**config.mk**
```make
export PLATFORM = sky130hd
export DESIGN_NAME = ubf_ctrl
export DESIGN_NICKNAME = d
export VERILOG_FILES = /design/src/pkg/ubf_pkg.sv /design/src/pkg/ubf_baud_if.sv /design/src/rtl/ubf_baud_gen.sv /design/src/rtl/ubf_ctrl.sv
export VERILOG_INCLUDE_DIRS = /design/src /design/src/pkg
export SDC_FILE = /design/constraint.sdc
export NUM_CORES = 1
export LEC_CHECK = 0
export BUFFER_PORTS_ARGS = -buffer_cell sky130_fd_sc_hd__buf_2
export CAP_MARGIN = 20
export CORE_MARGIN = 4
export CORE_UTILIZATION = 31
export CTS_BUF_LIST = sky130_fd_sc_hd__clkbuf_2
export CTS_CLUSTER_DIAMETER = 150
export DETAILED_ROUTE_END_ITERATION = 7
export HOLD_SLACK_MARGIN = 0.05
export SLEW_MARGIN = 20
export SYNTH_ARGS = -nofsm -noshare
export SYNTH_HDL_FRONTEND = slang
export SYNTH_SLANG_ARGS = --single-unit
```
**constraint.sdc**
```tcl
create_clock -name ref_clk_i -period 2.9 [get_ports ref_clk_i]
set_input_delay 0.145 -clock ref_clk_i [delete_from_list [all_inputs] [get_ports ref_clk_i]]
set_output_delay 0.145 -clock ref_clk_i [all_outputs]
set_load 0.02 [all_outputs]
```
**src/pkg/ubf_cfg.svh**
```systemverilog
// Constants for the serial port control block: offsets, fields, resets.
// Assumes inclusion by bare name from the package and design files.
`ifndef UBF_CFG_SVH
`define UBF_CFG_SVH

`define UBF_OFS_DATA 3'h0
`define UBF_OFS_IER 3'h1
`define UBF_OFS_FCR 3'h2
`define UBF_OFS_LCR 3'h3
`define UBF_LCR_DIVISOR_ACCESS_LATCH 7
`define UBF_DLH_CLKSEL 7
`define UBF_DLH_DIV_MSB 6
`define UBF_DLH_DIV_LSB 0
`define UBF_IER_MSI 3
`define UBF_IER_LSI 2
`define UBF_IER_THRI 1
`define UBF_IER_RDAI 0
`define UBF_FCR_EN 0
`define UBF_FCR_RXCLR 1
`define UBF_FCR_TXCLR 2
`define UBF_FCR_DMA 3
`define UBF_FCR_THR_HI 7
`define UBF_FCR_THR_LO 6
`define UBF_RST_BYTE 8'h00
`define UBF_RST_THR 2'h0
`define UBF_RST_IER 4'h0
`define UBF_THR_1 5'h01
`define UBF_THR_4 5'h04
`define UBF_THR_8 5'h08
`define UBF_THR_14 5'h0e
`define UBF_IIR_NONE 8'h01
`define UBF_FIFO_EN_BITS 2'h3

`endif

```
**src/pkg/ubf_pkg.sv**
```systemverilog
// Types shared by the serial port control block.
// Assumes ubf_cfg.svh is on the include path.
`include "ubf_cfg.svh"
package ubf_pkg;
	typedef enum logic [1:0] {
		UBF_SRC_SLOW = 2'b00,
		UBF_SRC_FAST = 2'b01,
		UBF_SRC_EXT = 2'b10
	} ubf_src_type;
endpackage : ubf_pkg

```
**src/pkg/ubf_baud_if.sv**
```systemverilog
// Interface carrying baud settings from register file to the divider.
// Assumes one clock domain, shared by both ends.
`timescale 1ns/1ps
interface ubf_baud_if;
	logic [14:0] divisor;
	ubf_pkg::ubf_src_type source;
	modport ctrl (output divisor, output source);
	modport gen (input divisor, input source);
endinterface : ubf_baud_if

```
**src/rtl/ubf_baud_gen.sv**
```systemverilog
// Baud tick generator: divides the chosen baud clock by the divisor.
// Assumes the three baud clock levels are already synchronised.
`timescale 1ns/1ps
`include "ubf_cfg.svh"
module ubf_baud_gen
	import ubf_pkg::*;
(
	// Clock and reset
	input wire logic ref_clk_i,
	input wire logic rst_n_i,
	// Settings and sources
	ubf_baud_if.gen cfg,
	input wire logic slow_clk_i,
	input wire logic fast_clk_i,
	input wire logic ext_clk_i,
	// Result
	output logic tick_o
);
	logic src_prev;
	logic [14:0] count;
	logic tick;
	logic next_src_prev;
	logic [14:0] next_count;
	logic next_tick;
	logic src_now;

	always_comb begin
		case (cfg.source)
			UBF_SRC_SLOW: src_now = slow_clk_i;
			UBF_SRC_FAST: src_now = fast_clk_i;
			UBF_SRC_EXT: src_now = ext_clk_i;
			default: src_now = slow_clk_i;
		endcase
		next_src_prev = src_now;
		next_count = count;
		next_tick = 1'b0;
		// Zero divisor stops the ticks rather than dividing by zero
		if (src_now && !src_prev && cfg.divisor != 15'h0000) begin
			if (count >= cfg.divisor - 15'h0001) begin
				next_count = 15'h0000;
				next_tick = 1'b1;
			end else begin
				next_count = count + 15'h0001;
			end
		end
	end

	always_ff @(posedge ref_clk_i or negedge rst_n_i) begin
		if (!rst_n_i) begin
			src_prev <= 1'b0;
			count <= 15'h0000;
			tick <= 1'b0;
		end else begin
			src_prev <= next_src_prev;
			count <= next_count;
			tick <= next_tick;
		end
	end

	assign tick_o = tick;
endmodule : ubf_baud_gen

```
**src/rtl/ubf_ctrl.sv**
```systemverilog
// Serial port control registers: divisor, interrupt enables, FIFO control.
// Assumes a synchronous byte register port; baud clocks arrive unsynced.
//
// Summary of operation
// - Clock select bit picks slow or fast clock
// - Upper divisor bits 6:0, read-write, reset zero
// - All enables clear: no interrupt, ident inhibited
// - Enable bit 3 allows modem status interrupt
// - Enable bit 2 allows line status interrupt
// - Enable bit 1 allows holding-empty interrupt
// - Enable bit 0 allows data and timeout
// - FIFO control write-only, reads give identification
// - Bits 7:6 select receive interrupt threshold
// - DMA mode bit has no effect
// - Bit 2 flushes transmit queue, self-clearing
// - Bit 1 flushes receive queue, self-clearing
// - Bit 0 enables queues; clearing empties them
// - Threshold codes: 1, 4, 8, 14 bytes
// - Divisor latch steers offset 1 only
// - Clock source bit picks external clock
`timescale 1ns/1ps
`include "ubf_cfg.svh"
module ubf_ctrl
	import ubf_pkg::*;
(
	// Clock and reset
	input wire logic ref_clk_i,
	input wire logic rst_n_i,
	// Register port
	input wire logic [2:0] reg_addr_i,
	input wire logic [7:0] reg_wdata_i,
	input wire logic reg_wr_i,
	input wire logic reg_rd_i,
	output logic [7:0] reg_rdata_o,
	// Neighbouring register state
	input wire logic divisor_access_latch_i,
	input wire logic [7:0] divisor_lower_i,
	input wire logic external_baud_select_i,
	input wire logic [7:0] interrupt_ident_i,
	// Interrupt sources from the data path
	input wire logic line_error_i,
	input wire logic rx_data_i,
	input wire logic rx_timeout_i,
	input wire logic tx_holding_empty_i,
	input wire logic modem_change_i,
	// Baud clocks from pins
	input wire logic slow_clk_i,
	input wire logic fast_clk_i,
	input wire logic ext_clk_i,
	// Outputs
	output logic baud_tick_o,
	output logic irq_o,
	output logic ident_inhibit_o,
	output logic queues_enable_o,
	output logic tx_queue_flush_o,
	output logic rx_queue_flush_o,
	output logic [4:0] rx_threshold_o
);
	ubf_baud_if baud ();

	// Two-stage synchronisers for the baud clocks
	logic [2:0] clk_s1;
	logic [2:0] clk_s2;

	logic [7:0] baud_divisor_high;
	logic [3:0] interrupt_enables;
	logic queues_enable;
	logic [1:0] rx_threshold_code;
	logic tx_flush;
	logic rx_flush;
	logic [7:0] rdata;
	logic irq;
	logic inhibit;
	logic [4:0] threshold;

	logic [7:0] next_baud_divisor_high;
	logic [3:0] next_interrupt_enables;
	logic next_queues_enable;
	logic [1:0] next_rx_threshold_code;
	logic next_tx_flush;
	logic next_rx_flush;
	logic [7:0] next_rdata;
	logic next_irq;
	logic next_inhibit;
	logic [4:0] next_threshold;
	logic wr_ier;
	logic wr_dlh;
	logic wr_fcr;

	function automatic logic [4:0] thr_bytes(input logic [1:0] code);
		case (code)
			2'h0: thr_bytes = `UBF_THR_1;
			2'h1: thr_bytes = `UBF_THR_4;
			2'h2: thr_bytes = `UBF_THR_8;
			2'h3: thr_bytes = `UBF_THR_14;
			default: thr_bytes = `UBF_THR_1;
		endcase
	endfunction : thr_bytes

	// Offset 1 is shared: the latch picks divisor or enables
	function automatic logic divisor_sel(input logic [2:0] addr,
		input logic latch);
		divisor_sel = addr == `UBF_OFS_IER && latch;
	endfunction : divisor_sel

	function automatic logic enables_sel(input logic [2:0] addr,
		input logic latch);
		enables_sel = addr == `UBF_OFS_IER && !latch;
	endfunction : enables_sel

	always_comb begin
		wr_dlh = reg_wr_i
			&& divisor_sel(reg_addr_i, divisor_access_latch_i);
		wr_ier = reg_wr_i
			&& enables_sel(reg_addr_i, divisor_access_latch_i);
		wr_fcr = reg_wr_i && reg_addr_i == `UBF_OFS_FCR;
		next_baud_divisor_high = wr_dlh ? reg_wdata_i
			: baud_divisor_high;
		next_interrupt_enables = wr_ier
			? reg_wdata_i[`UBF_IER_MSI:`UBF_IER_RDAI]
			: interrupt_enables;
		next_queues_enable = queues_enable;
		next_rx_threshold_code = rx_threshold_code;
		next_tx_flush = 1'b0;
		next_rx_flush = 1'b0;
		// Bit 3 is accepted and dropped on purpose
		if (wr_fcr) begin
			next_queues_enable = reg_wdata_i[`UBF_FCR_EN];
			// Fields only take with enable set
			if (reg_wdata_i[`UBF_FCR_EN]) begin
				next_rx_threshold_code =
					reg_wdata_i[`UBF_FCR_THR_HI:`UBF_FCR_THR_LO];
				next_tx_flush = reg_wdata_i[`UBF_FCR_TXCLR];
				next_rx_flush = reg_wdata_i[`UBF_FCR_RXCLR];
			end else begin
				// Leaving FIFO mode empties both queues
				next_tx_flush = 1'b1;
				next_rx_flush = 1'b1;
			end
		end
		next_threshold = thr_bytes(next_rx_threshold_code);
		next_rdata = `UBF_RST_BYTE;
		case (reg_addr_i)
			`UBF_OFS_IER: begin
				if (divisor_access_latch_i)
					next_rdata = baud_divisor_high;
				else
					next_rdata = {`UBF_RST_IER, interrupt_enables};
			end
			`UBF_OFS_FCR: begin
				// Reads see identification, never FIFO control
				next_rdata = inhibit ? `UBF_IIR_NONE : interrupt_ident_i;
			end
			default: next_rdata = `UBF_RST_BYTE;
		endcase
		// Read data holds until the next read strobe
		if (!reg_rd_i)
			next_rdata = rdata;
		next_inhibit = interrupt_enables == `UBF_RST_IER;
		// Timeout only counts while the queues run
		next_irq = (interrupt_enables[`UBF_IER_MSI] && modem_change_i)
			|| (interrupt_enables[`UBF_IER_LSI] && line_error_i)
			|| (interrupt_enables[`UBF_IER_THRI]
				&& tx_holding_empty_i)
			|| (interrupt_enables[`UBF_IER_RDAI] && (rx_data_i
				|| (queues_enable && rx_timeout_i)));
	end

	always_ff @(posedge ref_clk_i or negedge rst_n_i) begin
		if (!rst_n_i) begin
			clk_s1 <= 3'h0;
			clk_s2 <= 3'h0;
			baud_divisor_high <= `UBF_RST_BYTE;
			interrupt_enables <= `UBF_RST_IER;
			queues_enable <= 1'b0;
			rx_threshold_code <= `UBF_RST_THR;
			tx_flush <= 1'b0;
			rx_flush <= 1'b0;
			rdata <= `UBF_RST_BYTE;
			irq <= 1'b0;
			inhibit <= 1'b1;
			threshold <= `UBF_THR_1;
		end else begin
			clk_s1 <= {ext_clk_i, fast_clk_i, slow_clk_i};
			clk_s2 <= clk_s1;
			baud_divisor_high <= next_baud_divisor_high;
			interrupt_enables <= next_interrupt_enables;
			queues_enable <= next_queues_enable;
			rx_threshold_code <= next_rx_threshold_code;
			tx_flush <= next_tx_flush;
			rx_flush <= next_rx_flush;
			rdata <= next_rdata;
			irq <= next_irq;
			inhibit <= next_inhibit;
			threshold <= next_threshold;
		end
	end

	// Source choice and divisor packing
	assign baud.source = external_baud_select_i ? UBF_SRC_EXT
		: (baud_divisor_high[`UBF_DLH_CLKSEL] ? UBF_SRC_FAST
		: UBF_SRC_SLOW);
	assign baud.divisor = {
		baud_divisor_high[`UBF_DLH_DIV_MSB:`UBF_DLH_DIV_LSB],
		divisor_lower_i};

	ubf_baud_gen u_gen (
		.ref_clk_i(ref_clk_i),
		.rst_n_i(rst_n_i),
		.cfg(baud.gen),
		.slow_clk_i(clk_s2[0]),
		.fast_clk_i(clk_s2[1]),
		.ext_clk_i(clk_s2[2]),
		.tick_o(baud_tick_o)
	);

	// Every output is taken straight from a flop
	assign reg_rdata_o = rdata;
	assign irq_o = irq;
	assign ident_inhibit_o = inhibit;
	assign queues_enable_o = queues_enable;
	assign tx_queue_flush_o = tx_flush;
	assign rx_queue_flush_o = rx_flush;
	assign rx_threshold_o = threshold;
endmodule : ubf_ctrl

```
==> results of run 1 <==
-- cell usage after synthesis, types with 3 or more instances --
cell and count:
nand2b_1 3, nor3_1 10, and3_1 8, nor2b_1 8, o22ai_1 7, and2_1 3
dfrtp_1 51, xor2_1 3, nor2_1 18, o21ai_2 8, nand2_1 21, nand3_1 6
inv_1 15, o21ai_0 13, mux2_2 9, a22o_1 13, a22oi_1 7, xnor2_1 10
a21oi_1 12, nor4_1 3, mux2_1 8, nand4_1 3, ha_1 17
-- cell type report --
| class | count | share of cell area, % |
|---|---|---|
| clock inverter | 3 | 0.684 |
| timing repair buffer | 101 | 17.9 |
| tap | 129 | 4.20 |
| multi-input combinational | 208 | 40.5 |
| inverter | 15 | 1.47 |
| sequential | 53 | 34.6 |
| clock buffer | 5 | 0.652 |
-- stage by stage --
stage               TNS (ps)  power, mW  hold WS, ps  cell area (um^2)  setup WS (ps)
finish                     0       1.87          109              3840           59.0
floorplan                  0       1.28         -151              2960            150
detailed placement         0       1.48          162              3450           15.7
global route            -175       1.99          138              3840          -48.6
CTS                        0       1.87          118              3790           5.45
global placement           0       1.47          142              3450            107
-- routing by layer --
layer | wire length (um) | global-route usage (%) | share of wire (%)
met5 | 0 | 0 | 0
met4 | 170 | 4.44 | 2.4
met3 | 291 | 2.51 | 4.0
met2 | 3530 | 21.7 | 49
met1 | 3210 | 16.8 | 45
-- registers in the layout, indices dropped and copies added, names as in the netlist --
register,flops
interrupt_enables,4
clk_s2,3
u_gen.tick_o,1
rx_threshold_o,3
u_gen.count,15
clk_s1,3
reg_rdata_o,8
baud_divisor_high,8
tx_queue_flush_o,1
u_gen.src_prev,1
queues_enable_o,1
rx_threshold_code,2
irq_o,1
rx_queue_flush_o,1
ident_inhibit_o,1
-- cells by family (layout without fill, tap and decap cells) --
family | Yosys count | count (layout)
fa+ha+maj | 17 | 17
buf+inv | 23 | 124
compound gates | 67 | 67
flops | 53 | 53
simple gates | 91 | 91
mux | 19 | 19
other cells | 1 | 1
xor+xnor | 13 | 13
-- power groups by stage --
| stage | Clock, mW | Combinational (mW) | Sequential, mW |
|---|---|---|---|
| floorplan | 0 | 0.306 | 0.971 |
| global placement | 0 | 0.513 | 0.953 |
| detailed placement | 0 | 0.523 | 0.962 |
| CTS | 0.354 | 0.568 | 0.947 |
| global route | 0.389 | 0.640 | 0.964 |
| finish | 0.344 | 0.577 | 0.949 |
-- repair_timing --
action	CTS	global route
setup buffers	0	1
setup endpoints to repair	0	12
hold buffers	28	0
resized for setup	0	9
hold endpoints to repair	55	0
-- path summary, 6_finish.rpt --
check,startpoint,end,slack [ps],cells after the start
worst max-delay path,baud_divisor_high[1]$_DFFE_PN0P_,u_gen.count[11]$_DFFE_PN0P_,60,11
worst min-delay path,rst_n_i,reg_rdata_o[0]$_DFFE_PN0P_,110,2
worst max register to register,baud_divisor_high[1]$_DFFE_PN0P_,u_gen.count[11]$_DFFE_PN0P_,60,11
worst min register to register,clk_s1[2]$_DFF_PN0_,clk_s2[2]$_DFF_PN0_,390,0
max in group asynchronous,rst_n_i,rx_threshold_o[0]$_DFF_PN1_,1950,3
min in group ref_clk_i,divisor_access_latch_i,interrupt_enables[2]$_DFFE_PN0P_,160,3
==> metrics.md, run 1 <==
| Metric | Value |
|---|---|
| Post-DRT Antenna Nets | 0 |
| Slew headroom | 57.9% |
| Placed Cells | 476 |
| Final Hold Vio Count | 0 |
| Crit end category | register |
| Slowest-stage cell, CP | dfrtp_1 |
| Starting Density | 31.9% |
| Hpwl dp | 5290 um |
| Fin cells | 514 |
| TritonCTS Buffers | 5 |
| Final #Nets | 442 |
| Minimum clock period | 2840 ps |
| Crit path max fanout | 6 |
| Most frequent cells in the layout | buf_2, dfrtp_1, dlygate4sd3_1, nand2_1 |
| Post-Syn Area | 2960 um^2 |
| Cell taking the most area after synthesis | dfrtp_1 |
| Worst skew pair latency | 470 ps |
| CP Launch Type | register |
| Antenna violations before repair | 0 |
| Seq/Total Area, Yosys | 44.9% |
| P_sw | 0.671 mW |
| Post-Syn Nets | 342 |
| Most common cell after layout, fill and taps aside | buf_2 |
| Vias post-DR | 2491 |
| Setup Viol. Count Final | 0 |
| Top cell type's share of synthesized area | 43.1% |
| Crit Path Class | reg -> reg |
| Leak pwr | 1.78 nW |
| Ant. Diodes | 0 |
| Yosys synthesis warning count | 0 |
| Routability cong. | 0.870 |
| Die height | 106 um |
| CTS tree | built |
| Leading post-synthesis cells by cell area | dfrtp_1, ha_1, a22o_1 |
| Total track usage | 13.0% |
| Status | finished clean |
| Yosys reg bits | 53 |
| Most used flip-flop cell after synthesis | dfrtp_1 |
| WL per Instance | 14.0 um |
| Num rows | 35 |
| Detailed-route vias per instance | 4.85 |
| Simple-gate share of the synthesized area | 16.4% |
| Register area | 1330 um^2 |
| Critical Path AT | 3260 ps |
| Port Buffers | 58 |
| Async SR Flop Fraction | 100% |
| Clock Path Buffers | 2 |
| Flop pwr share | 50.8% |
| Max cap viols | 0 |
| Post-synth EDFFs | 0 |
| Synth-to-layout area growth | 29.8% |
| Core box area | 9280 um^2 |
| CTS clock-pin slew for the worst setup and hold paths | 320 ps |
| Skew final | 27.9 ps |
| First drt pass iteration count | 4 |
| Post-Synth Adder-Cell Area | 7.19% |
| Clock Power Share | 18.4% |
| I/O pin cnt | 60 |
| Synth Area in XOR/XNOR | 3.85% |
| CP peak stage delay | 450 ps |
| Area of the multi-input gates | 1560 um^2 |
| Util after Layout | 41.4% |
| Combinational power share | 30.9% |
| Total clock sinks | 53 |
| DR DRC count | 0 |
| Number of global-route vias before repair | 2474 |
| Slew Viols, Final | 0 |
| Max VDD drop | 0.256 mV |
| Crit path buf inv count | 1 |
| Largest family of logic cells by synthesized area | compound AO/OA/AOI/OAI gates |
| Delay-heaviest family, CP | simple AND/OR/NAND/NOR gates |
| Power Density | 487 nW/um^2 |
| First-pass GRT wire length | 11900 um |
| Layout cells sized above 1 | 29.1% |
| Clock root buffer master | clkbuf_2 |
| Worst-Margin Slew | 626 ps |
| Net switching fraction of the power | 35.9% |
| Period utilisation layout | 98.0% |
| Filler cell count | 953 |
| Hold WC Path Type | in -> async |
| Cell Chain, Critical Path | or3_1 > nor4_2 > xnor2_1 > ha_1 > a21oi_1 > o21ai_0 > a21oi_2 > o21ai_4 > nor2_4 > buf_4 > a22o_1 |
| P_int | 1.20 mW |
| Total Wirelength | 7210 um |
| Avg Inst Size Synth | 10.4 um^2 |
| Multiplexer share of the synthesized area | 7.15% |
| Global route overflow | 0 |
| Die area | 11200 um^2 |
| Count of unique library cells instantiated by Yosys | 45 |
| Worst Path Required | 3320 ps |
| Cell count after synthesis | 284 |
| DRT iter0 DRCs | 109 |
| Width of the chip | 106 um |
| H-tree depth | 2 |
| Pin count of the biggest net entering global routing | 32 |
| Maximum clock frequency | 352 MHz |
| Synth Area in Compound Gates | 16.7% |
Note: power is estimated with default switching activity, not from simulation.
==> inputs of run 2 (changes only) <==
--- a/config.mk
+++ b/config.mk
@@ -14,6 +14,7 @@
 export CTS_CLUSTER_DIAMETER = 150
 export DETAILED_ROUTE_END_ITERATION = 7
 export HOLD_SLACK_MARGIN = 0.05
+export RECOVER_POWER = 50
 export SLEW_MARGIN = 20
 export SYNTH_ARGS = -nofsm -noshare
 export SYNTH_HDL_FRONTEND = slang
==> run 2 against run 1 <==
Critical endpoint unchanged. Critical path type unchanged. Hold slack improved by 40 ps. Sequential cell count unchanged. Cell count unchanged. Critical path depth unchanged. Non-clock buffer count unchanged.
==> metrics.md, run 2 (same netlist as run 1, synthesis figures left out) <==
| Metric | Value |
|---|---|
| Post-DRT Antenna Nets | 0 (unchanged) |
| Worst skew pair latency | 480 ps (about the same) |
| Filler cell count | 953 (unchanged) |
| Port Buffers | 58 (unchanged) |
| Worst-Margin Slew | 1220 ps (+596 ps) |
| Worst Hold Path EP | interrupt_enables[2]$_DFFE_PN0P_ |
| First-pass GRT wire length | 11900 um (unchanged) |
| M2 GR Usage | 21.7% (unchanged) |
| Num rows | 35 (unchanged) |
| Minimum clock period | 2830 ps (-15.5 ps) |
| Grt met1 use | 16.8% (unchanged) |
| Worst Path Required | 3330 ps (about the same) |
| WL per Instance | 14.0 um (about the same) |
| Hpwl dp | 5290 um (unchanged) |
| Slew headroom | 18.5% (-39 points) |
| Leak pwr | 1.78 nW (-0.35%) |
| Power, Total | 1.87 mW (about the same) |
| Starting Density | 31.9% (unchanged) |
| R2r startpoint | baud_divisor_high[1]$_DFFE_PN0P_ |
| Number of global-route vias before repair | 2474 (unchanged) |
| Status | finished clean |
| Slew Viols, Final | 0 (unchanged) |
| Most common cell after layout, fill and taps aside | buf_2 |
| Hold Path Stages | 3 |
| Period utilisation layout | 97.4% (-0.54 points) |
| DR DRC count | 0 (unchanged) |
| Post-route setup TNS | 0 ps (unchanged) |
| Final #Nets | 442 (unchanged) |
| CP Launch Type | register |
| Power Density | 488 nW/um^2 (+0.21%) |
| Post-route cell area | 3830 um^2 (-0.13%) |
| Setup slack, reg-to-reg | 70 ps (+20 ps) |
| Hold WC Path Type | in -> reg |
| Hold path start | divisor_access_latch_i |
| Die height | 106 um (unchanged) |
| First drt pass iteration count | 5 (+1) |
| Max cap viols | 0 (unchanged) |
| Pin count of the biggest net entering global routing | 32 (unchanged) |
| CP startpoint | baud_divisor_high[1]$_DFFE_PN0P_ |
| Final Hold Vio Count | 0 (unchanged) |
| Final Hold Slack | 149 ps (+40.5 ps) |
| H-tree depth | 2 (unchanged) |
| Most frequent cells in the layout | buf_2, dfrtp_1, dlygate4sd3_1, nand2_1 |
| Routability cong. | 0.870 (unchanged) |
| Maximum clock frequency | 354 MHz (+0.55%) |
| Met3 usage | 2.51% (unchanged) |
| Ant. Diodes | 0 (unchanged) |
| Grt peak-use layer | met2 |
| Util after Layout | 41.3% (-0.054 points) |
| Max VDD drop | 0.256 mV (about the same) |
| I/O pin cnt | 60 (unchanged) |
| Global route overflow | 0 (unchanged) |
| Clock root buffer master | clkbuf_2 |
| Total track usage | 13.0% (unchanged) |
| Dpl cell area | 3450 um^2 (unchanged) |
| R2R cell count | 11 (unchanged) |
| Vias post-DR | 2469 (-0.88%) |
| Die area | 11200 um^2 (unchanged) |
| Antenna violations before repair | 0 (unchanged) |
| Detailed-route vias per instance | 4.80 (-0.88%) |
| TritonCTS Buffers | 5 (unchanged) |
| Core box area | 9280 um^2 (unchanged) |
| Capturing point of the worst reg2reg path | u_gen.count[11]$_DFFE_PN0P_ |
| Crit path max fanout | 6 (unchanged) |
| DRT iter0 DRCs | 110 (+0.92%) |
| Clock Path Buffers | 2 (unchanged) |
| Most flops, register | u_gen.count |
| Total clock sinks | 53 (unchanged) |
| CTS clock-pin slew for the worst setup and hold paths | 320 ps (about the same) |
| Crit Path Class | reg -> reg |
| Setup Viol. Count Final | 0 (unchanged) |
| Synth-to-layout area growth | 29.6% |
| Skew final | 27.0 ps (-0.882 ps) |
| CTS tree | built |
| Max reg flops | 15 (unchanged) |
| Width of the chip | 106 um (unchanged) |
| Critical Path AT | 3250 ps (about the same) |
| Crit end category | register |
| Total Wirelength | 7210 um (about the same) |
| Layout cells sized above 1 | 28.6% (-0.52 points) |
==> run 2: cell types whose count changed in the layout (fill, tap and decap cells not counted) <==
cell / previous run / this run
clkbuf_1: 0 / 2
clkbuf_2: 5 / 6
buf_2: 58 / 56
buf_4: 13 / 12
==> run 2: final cells by class <==
| type | instances | area [um^2] | share of cell area [%] |
|---|---|---|---|
| clock buffer | 5 | 25.0 | 0.653 |
| sequential | 53 | 1330 | 34.6 |
| tap | 129 | 161 | 4.21 |
| inverter | 15 | 56.3 | 1.47 |
| multi-input combinational | 208 | 1560 | 40.6 |
| timing repair buffer | 101 | 682 | 17.8 |
| clock inverter | 3 | 26.3 | 0.685 |
==> run 2: critical path, cell delays in order, from the launching register on <==
cell and delay [ps]:
dfrtp_1 450, or3_1 440, nor4_2 290, xnor2_1 160
ha_1 290, a21oi_1 160, o21ai_0 140, a21oi_2 210
o21ai_4 120, nor2_4 190, buf_4 170, a22o_1 150
==> run 2: stage by stage <==
stage	worst slack [ps]	instances
2_1_floorplan	150	284
3_3_place_gp	107	476
3_5_place_dp	15.7	476
4_1_cts	5.45	512
5_1_grt	-48.6	514
6_report	74.5	514
==> run 2: worst max-delay path by stage <==
stage          slack (ps)                           to  cells past startpoint
5_1_grt               -50  u_gen.count[11]$_DFFE_PN0P_                     12
3_3_place_gp          110  u_gen.count[12]$_DFFE_PN0P_                     17
4_1_cts                 5  u_gen.count[11]$_DFFE_PN0P_                     12
2_1_floorplan         150   u_gen.count[8]$_DFFE_PN0P_                     12
3_5_place_dp           20  u_gen.count[14]$_DFFE_PN0P_                     16
6_report               70  u_gen.count[11]$_DFFE_PN0P_                     11
==> run 2: timing repair <==
| action | CTS | global route |
|---|---|---|
| hold endpoints to repair | 55 | 0 |
| setup endpoints to repair | 0 | 12 |
| buffers inserted | 0 | 1 |
| gates resized for setup | 0 | 9 |
| hold buffers | 28 | 0 |
==> run 2: metal layers <==
layer,vias to the layer above,wire length (um)
met3,16,247
met2,48,3570
met1,1179,3230
met5,-,0
met4,0,160
li1,1226,-
==> run 2: where the power goes <==
group	switching [mW]	leakage [nW]	total [mW]	internal, mW
logic	0.297	1.06	0.576	0.279
registers	0.102	0.681	0.949	0.847
clock network	0.274	0.0344	0.345	0.0710
